### src/bldc_consts.vh
// constants and timing counts for the brushless commutation and chop control block
// Summary of operation
// - each new latched rotor position emits one fixed-width speed pulse, nominally 113 us.
// - position latches stay frozen while the speed pulse is high.
// - chop select low gives half control: only low-side switches chop.
// - chop select high gives full control: all six switches chop.
// - during braking the chop select input has no effect.
// - PWM comparator assertion clears the PWM latch, chopping the rest of the cycle.
// - peak-current indication also ends conduction for the current cycle.
// - overcurrent starts soft-start and disables all phases while it persists.
// - oscillator, speed pulse, direction and phases stay inactive until the 5 V reference is in regulation.
// - a free-running 14.8 kHz oscillator sets the chopping period, under 20 kHz.
// - braking turns off all high-side drivers and turns on all low-side drivers.
// - coast input forces all three phases high-impedance regardless of other inputs.
// - direction passes a latch and two oscillator-clocked stages; mismatch forces Hi-Z.
// - soft-start latch sets on undervoltage or overcurrent, clears below threshold, fault-free.
`ifndef BLDC_CONSTS_VH
`define BLDC_CONSTS_VH

`define SYS_CLK_PERIOD_NS 25
`define PWM_FREQ_HZ 14800
`define PWM_FREQ_MAX_HZ 20000
`define PWM_PERIOD_CYC (1000000000 / (`PWM_FREQ_HZ * `SYS_CLK_PERIOD_NS))
`define PWM_CNT_W 12
`define TACH_ON_NS 113000
`define TACH_ON_CYC ((`TACH_ON_NS + `SYS_CLK_PERIOD_NS - 1) / `SYS_CLK_PERIOD_NS)
`define TACH_CNT_W 13

// bit positions of the synchronised pin vector
`define IN_POS_A 0
`define IN_POS_B 1
`define IN_POS_C 2
`define IN_DIR 3
`define IN_CHOP_SEL 4
`define IN_BRAKE 5
`define IN_COAST 6
`define IN_PWM_CMP 7
`define IN_PEAK 8
`define IN_OVER_CUR 9
`define IN_UNDER_VOLT 10
`define IN_REF_OK 11
`define IN_SS_LOW 12
`define IN_SPEED_HI 13
`define IN_COUNT 14

`endif

### src/bldc_dir_filter.v
// direction latch, two-stage shift register and mismatch inhibit
`default_nettype none
module bldc_dir_filter (
  input wire clk,
  input wire rst,
  input wire enable,
  input wire osc_tick,
  input wire dir_in,
  input wire latch_hold,
  output wire dir_out,
  output wire mismatch
);
  reg latch_q;
  reg stage1_q;
  reg stage2_q;

  // latch is transparent while the motor is slow; stages advance on oscillator ticks
  always @(posedge clk) begin
    if (rst || !enable) begin
      latch_q <= 1'b0;
      stage1_q <= 1'b0;
      stage2_q <= 1'b0;
    end else begin
      if (!latch_hold) begin
        latch_q <= dir_in;
      end
      if (osc_tick) begin
        stage1_q <= latch_q;
        stage2_q <= stage1_q;
      end
    end
  end

  // a stage disagreement gives one to two oscillator cycles of dead time; with the latch held, an input disagreement lasts until it opens
  assign mismatch = (dir_in != latch_q) | (latch_q != stage1_q) | (stage1_q != stage2_q);
  assign dir_out = stage2_q;
endmodule
`default_nettype wire

### src/bldc_commutation_chop_control.v
// three-phase brushless commutation, chop gating, speed pulse and fault control
`include "bldc_consts.vh"
`default_nettype none
module bldc_commutation_chop_control #(
  parameter integer TACH_CYC = `TACH_ON_CYC
) (
  input wire SYS_CLK,
  input wire RST,
  input wire ROTOR_POS_A,
  input wire ROTOR_POS_B,
  input wire ROTOR_POS_C,
  input wire DIR_REQ,
  input wire CHOP_SCOPE_SEL,
  input wire BRAKE_REQ,
  input wire COAST_REQ,
  input wire PWM_CMP,
  input wire PEAK_CUR,
  input wire OVER_CUR,
  input wire UNDER_VOLT,
  input wire REF_OK,
  input wire SS_BELOW_THR,
  input wire SPEED_ABOVE_THR,
  output reg TACH_OUT,
  output reg PHASE_A_HI_EN,
  output reg PHASE_A_LO_EN,
  output reg PHASE_B_HI_EN,
  output reg PHASE_B_LO_EN,
  output reg PHASE_C_HI_EN,
  output reg PHASE_C_LO_EN,
  output reg SOFTSTART_CLAMP,
  output reg FULL_MODE
);
  // terminal counts worked out at full width, then cut to the counter width on purpose
  localparam [31:0] PWM_LAST_W = `PWM_PERIOD_CYC - 1;
  localparam [31:0] TACH_LAST_W = TACH_CYC - 1;
  localparam [`PWM_CNT_W-1:0] PWM_LAST = PWM_LAST_W[`PWM_CNT_W-1:0];
  localparam [`TACH_CNT_W-1:0] TACH_LAST = TACH_LAST_W[`TACH_CNT_W-1:0];

  // decode position and direction into {a_src,a_snk,b_src,b_snk,c_src,c_snk}
  function [5:0] phase_decode;
    input dir;
    input [2:0] pos;
    reg [5:0] fwd;
    begin
      fwd = 6'h00;
      case (pos)
        3'h1: fwd = 6'h06; // b sink, c source
        3'h3: fwd = 6'h12; // a sink, c source
        3'h2: fwd = 6'h18; // a sink, b source
        3'h6: fwd = 6'h09; // b source, c sink
        3'h4: fwd = 6'h21; // a source, c sink
        3'h5: fwd = 6'h24; // a source, b sink
        default: fwd = 6'h00; // illegal 000 and 111 leave every phase open
      endcase
      // reverse direction swaps source and sink on every phase
      if (dir) begin
        phase_decode = fwd;
      end else begin
        phase_decode = {fwd[4], fwd[5], fwd[2], fwd[3], fwd[0], fwd[1]};
      end
    end
  endfunction

  wire [`IN_COUNT-1:0] raw_in;
  wire [`IN_COUNT-1:0] pin;

  assign raw_in = {SPEED_ABOVE_THR, SS_BELOW_THR, REF_OK, UNDER_VOLT, OVER_CUR, PEAK_CUR,
                   PWM_CMP, COAST_REQ, BRAKE_REQ, CHOP_SCOPE_SEL, DIR_REQ,
                   ROTOR_POS_C, ROTOR_POS_B, ROTOR_POS_A};

  // three sync flops and a filter flop per pin; the filtered value moves only when stages two and three agree
  genvar gi;
  generate
    for (gi = 0; gi < `IN_COUNT; gi = gi + 1) begin : g_sync
      reg s1_q;
      reg s2_q;
      reg s3_q;
      reg filt_q;
      always @(posedge SYS_CLK) begin
        if (RST) begin
          s1_q <= 1'b0;
          s2_q <= 1'b0;
          s3_q <= 1'b0;
          filt_q <= 1'b0;
        end else begin
          s1_q <= raw_in[gi];
          s2_q <= s1_q;
          s3_q <= s2_q;
          if (s2_q == s3_q) begin
            filt_q <= s3_q;
          end
        end
      end
      assign pin[gi] = filt_q;
    end
  endgenerate

  wire ref_ok = pin[`IN_REF_OK];
  wire over_cur = pin[`IN_OVER_CUR];
  wire under_volt = pin[`IN_UNDER_VOLT];
  wire braking = pin[`IN_BRAKE];
  wire coast = pin[`IN_COAST];
  wire [2:0] pos_now = {pin[`IN_POS_A], pin[`IN_POS_B], pin[`IN_POS_C]};

  reg [`PWM_CNT_W-1:0] osc_cnt_q;
  reg osc_tick_q;

  // free-running chop oscillator; held idle until the reference is good
  always @(posedge SYS_CLK) begin
    if (RST || !ref_ok) begin
      osc_cnt_q <= {`PWM_CNT_W{1'b0}};
      osc_tick_q <= 1'b0;
    end else if (osc_cnt_q == PWM_LAST) begin
      osc_cnt_q <= {`PWM_CNT_W{1'b0}};
      osc_tick_q <= 1'b1;
    end else begin
      osc_cnt_q <= osc_cnt_q + 1'b1;
      osc_tick_q <= 1'b0;
    end
  end

  reg pwm_on_q;

  // pwm latch sets at each cycle start; either comparator clears it until the next start.
  // a comparator still asserted at the cycle start wins, so no conduction sliver leaks out
  always @(posedge SYS_CLK) begin
    if (RST || !ref_ok) begin
      pwm_on_q <= 1'b0;
    end else if (pin[`IN_PWM_CMP]) begin
      pwm_on_q <= 1'b0;
    end else if (pin[`IN_PEAK]) begin
      pwm_on_q <= 1'b0;
    end else if (osc_tick_q) begin
      pwm_on_q <= 1'b1;
    end
  end

  reg [2:0] pos_q;
  reg [`TACH_CNT_W-1:0] tach_cnt_q;

  // position latch and speed pulse; latches freeze for the whole pulse to reject chop noise
  always @(posedge SYS_CLK) begin
    if (RST || !ref_ok) begin
      pos_q <= 3'h0;
      tach_cnt_q <= {`TACH_CNT_W{1'b0}};
      TACH_OUT <= 1'b0;
    end else if (TACH_OUT) begin
      // a change during the pulse is caught once it ends, if still present
      if (tach_cnt_q == TACH_LAST) begin
        TACH_OUT <= 1'b0;
        tach_cnt_q <= {`TACH_CNT_W{1'b0}};
      end else begin
        tach_cnt_q <= tach_cnt_q + 1'b1;
      end
    end else if (pos_now != pos_q) begin
      pos_q <= pos_now;
      TACH_OUT <= 1'b1;
      tach_cnt_q <= {`TACH_CNT_W{1'b0}};
    end
  end

  // soft-start latch; fault sets it and the set dominates the clear
  always @(posedge SYS_CLK) begin
    if (RST) begin
      SOFTSTART_CLAMP <= 1'b1;
    end else if (under_volt || over_cur) begin
      SOFTSTART_CLAMP <= 1'b1;
    end else if (pin[`IN_SS_LOW]) begin
      SOFTSTART_CLAMP <= 1'b0;
    end
  end

  // chop scope is sampled only outside braking
  always @(posedge SYS_CLK) begin
    if (RST) begin
      FULL_MODE <= 1'b0;
    end else if (!braking) begin
      FULL_MODE <= pin[`IN_CHOP_SEL];
    end
  end

  wire dir_eff;
  wire dir_mismatch;

  bldc_dir_filter u_dir (
    .clk(SYS_CLK),
    .rst(RST),
    .enable(ref_ok),
    .osc_tick(osc_tick_q),
    .dir_in(pin[`IN_DIR]),
    .latch_hold(pin[`IN_SPEED_HI]),
    .dir_out(dir_eff),
    .mismatch(dir_mismatch)
  );

  reg [5:0] drive;
  reg [2:0] hi_d;
  reg [2:0] lo_d;

  // output gating in priority order: disable, coast, overcurrent, direction mismatch, brake, chop, then commutation
  always @* begin
    drive = phase_decode(dir_eff, pos_q);
    hi_d = {drive[5], drive[3], drive[1]};
    lo_d = {drive[4], drive[2], drive[0]};
    if (!ref_ok) begin
      hi_d = 3'h0;
      lo_d = 3'h0;
    end else if (coast) begin
      hi_d = 3'h0;
      lo_d = 3'h0;
    end else if (over_cur) begin
      hi_d = 3'h0;
      lo_d = 3'h0;
    end else if (dir_mismatch) begin
      hi_d = 3'h0;
      lo_d = 3'h0;
    end else if (braking) begin
      hi_d = 3'h0;
      lo_d = 3'h7;
    end else if (!pwm_on_q) begin
      lo_d = 3'h0;
      if (FULL_MODE) begin
        hi_d = 3'h0;
      end
    end
  end

  // registered switch enables; both off means the phase floats
  always @(posedge SYS_CLK) begin
    if (RST) begin
      PHASE_A_HI_EN <= 1'b0;
      PHASE_B_HI_EN <= 1'b0;
      PHASE_C_HI_EN <= 1'b0;
      PHASE_A_LO_EN <= 1'b0;
      PHASE_B_LO_EN <= 1'b0;
      PHASE_C_LO_EN <= 1'b0;
    end else begin
      PHASE_A_HI_EN <= hi_d[2];
      PHASE_B_HI_EN <= hi_d[1];
      PHASE_C_HI_EN <= hi_d[0];
      PHASE_A_LO_EN <= lo_d[2];
      PHASE_B_LO_EN <= lo_d[1];
      PHASE_C_LO_EN <= lo_d[0];
    end
  end
endmodule
`default_nettype wire

### config.mk
export PLATFORM = sky130hd
export DESIGN_NAME = bldc_commutation_chop_control
export DESIGN_NICKNAME = d
export VERILOG_FILES = /design/src/bldc_dir_filter.v /design/src/bldc_commutation_chop_control.v
export VERILOG_INCLUDE_DIRS = /design/src
export SDC_FILE = /design/constraint.sdc
export NUM_CORES = 1
export LEC_CHECK = 0
export ABC_CLOCK_PERIOD_IN_PS = 2500
export BUFFER_PORTS_ARGS = -buffer_cell sky130_fd_sc_hd__buf_2
export CORE_ASPECT_RATIO = 0.5
export CORE_MARGIN = 3
export CORE_UTILIZATION = 55
export CTS_CLUSTER_SIZE = 40
export DETAILED_ROUTE_END_ITERATION = 10
export PLACE_DENSITY = 0.77
export SLEW_MARGIN = 20
export SYNTH_ARGS = -nofsm -noshare
export SYNTH_HDL_FRONTEND = slang
export SYNTH_SLANG_ARGS = --single-unit
### constraint.sdc
create_clock -name SYS_CLK -period 2.5 [get_ports SYS_CLK]
set_input_delay 0.125 -clock SYS_CLK [delete_from_list [all_inputs] [get_ports SYS_CLK]]
set_output_delay 0.125 -clock SYS_CLK [all_outputs]
set_load 0.05 [all_outputs]
==> results.ini <==
[die]
io_pins = 25
core_um2 = 5820
rows = 19
start_util_pct = 60.3
die_area_um2 = 7440
die_h_um = 62.5
chipWidth_um = 119

[place]
placed_area_um2 = 3710
dpl.hpwl_mm = 4.09
port_buffers = 24
dp_worst_setup_slack_ns = 0.645
dp.cells = 458
place.gp.congestion = 0.861

[global_routing]
grt_pass1_wl_mm = 10.7
grt_max_degree = 50
antenna_found_initial = 0
grtUsageTotal_pct = 17.8
grt-ovfl-total = 0
grt_pass1_vias = 2445

[synthesis]
synth_ff_type = dfxtp_1
synth_most_common_cell = dfxtp_1
ys_seq_area_share_pct = 55.9
synthesis.area_um2 = 3510
avgSynthCellArea_um2 = 9.70
ys_types = 39
synthCells = 362
syn-num-nets = 381
synth_async_sr_flop_share_pct = 0
ys_top_cells_by_count = dfxtp_1, nor2b_1, nor2_1
ys_warn_count = 0
synth_seq_cells = 98
synthDominantCellAreaShare_pct = 55.9
synth_edf_count = 0
yosysTopAreaCell = dfxtp_1
synth_area_leaders = dfxtp_1, nor2b_1, a21oi_1, nor2_1, xor2_1

[sta]
timing.final.setup_violations = 0
worst_slack_ns = 0.615
hold_viol = 0
skew_ns = 0.00621
tightest_slew_ns = 0.502
drv_slew = 0
clock.fmax_mhz = 531
tns_ns = 0
grt_setup_unrepaired = false
relSlewSlack_pct = 66.5
fin_crit_ns = 1.88
timing.hold.ws_ns = 0.00479
fin_crit_sh_pct = 75.4

[power_and_ir_drop]
p_leak_nw = 1.50
peakVddDrop_v = 0.000494
powerDensity_nw_per_um2 = 707
p_total_mw = 2.89

[worst_setup_path]
cp_data_arrival_time_ns = 2.15
cpMaxStageDelayCell = or4_1
crit_family = compound AO/OA/AOI/OAI gates
path_cells = or4_1 -> a2111o_1 -> a211o_1 -> a21oi_1
crit_type = flip-flop to flip-flop
cpPeakStageDelay_ns = 0.52
startpoint_type = flip-flop
cp-end-kind = flip-flop
worstPathRequired_ns = 2.76
cp_max_fo = 4
cp_num_buf_inv = 0

[final_layout]
finalNonFillerCells = 485
fin_util_pct = 70.1
n_antenna_cell = 0
drive_gt1_share_pct = 10.7
area_growth_pct = 16.3
fin_area_um2 = 4080
nets = 415

[detailed_routing]
post_drt_wl_per_cell_um = 12.6
viasPerCell = 5.23
vias = 2537
first_iter_violations = 155
drt_pass1_iterations = 4
drt_drc_violations_left = 0
wirelength_mm = 6.09
ant_nets = 0

[cts]
clk_path_buf_depth = 2
h-tree-depth = 3
cts_root_buffer = clkbuf_16
post-cts-setup-buffers = 0
worstSkewPairLatency_ns = 0.34
clk_pin_slew_ns = 0.06
clock_sink_count = 98
cts_tree = done
cts_buffers = 9
cts_resized = 0

[worst_hold_path]
hp-class = primary input to flip-flop

[run_status]
status = completed

[run]
drv_cap = 0

-- layout make-up --
cell class | count | area, um^2
repair buffers | 39 | 260
clock buffers | 12 | 236
flip-flops and latches | 98 | 1960
multi-input cells | 242 | 1470
inverters | 6 | 22.5
fillers | 446 | 1740
well taps | 84 | 105
clock inverters | 4 | 28.8
-- sequential cells by signal (all words and copies together) (netlist names), 3 cells and up --
name and count:
g_sync.s3_q 14, osc_cnt_q 12, g_sync.s1_q 14, g_sync.s2_q 14, tach_cnt_q 13, g_sync.filt_q 12
phase_decode.pos 3
-- cell families after synthesis --
group,after synthesis,share of synthesized area (%)
buf+inv,22,2.35
xor+xnor,14,3.49
flops,98,55.9
mux,10,2.89
simple gates,155,24.9
fa+ha+maj,3,1.07
compound gates,60,9.44
-- cell usage in the layout, fill, tap and decap left out, types with 3 or more instances in the layout --
master         netlist  routed
nor2b_1             44      44
mux2i_1              9       9
buf_2                0      24
nand2_1             23      23
and4_1               5       5
o21ai_0             17      17
nand3b_1             4       4
or3b_1               3       3
nand2b_1             4       4
nor4_1               3       3
nand4_1              9       9
o21ai_1              8       8
nand3_1             11      11
dfxtp_1             98      98
or4_1                3       3
a21oi_1             25      25
clkbuf_16            0       9
ha_1                 3       3
or3_1                3       3
dlygate4sd3_1        0      11
clkbuf_1            15       3
nor2_1              30      30
buf_4                0       4
xor2_1              12      12
and3_1               4       4
inv_1                6       6
a22o_1               3       3
-- worst paths after layout --
kind	to	from	slack (ns)	cells after the start
worst max-delay path	PHASE_B_HI_EN$_SDFF_PP0_	g_sync[3].filt_q$_SDFFE_PP0N_	0.62	4
worst min-delay path	g_sync[2].s1_q$_SDFF_PP0_	ROTOR_POS_C	0.005	2
worst max register to register	PHASE_B_HI_EN$_SDFF_PP0_	g_sync[3].filt_q$_SDFFE_PP0N_	0.62	4
worst min register to register	SOFTSTART_CLAMP$_SDFFE_PP1P_	g_sync[12].filt_q$_SDFFE_PP0N_	0.42	1
-- where the power goes --
part	switching [mW]	internal, mW	leakage [nW]
registers	0.0106	1.59	0.797
logic	0.0255	0.0365	0.578
clock network	0.551	0.675	0.123
total	0.587	2.30	1.50
-- layer usage --
metal | up-vias | global-route usage [%] | wire [um]
li1 | 1315 | - | -
met3 | 5 | 7.69 | 289
met2 | 41 | 30.5 | 2960
met4 | 0 | 3.90 | 48
met5 | - | 0 | 0
met1 | 1176 | 20.8 | 2790
-- repair_timing --
| action | in CTS | in global routing |
|---|---|---|
| hold buffers | 11 | 0 |
| setup endpoints to repair | 0 | 0 |
| endpoints found under the hold margin | 11 | 0 |
Note: power is estimated with default switching activity, not from simulation.
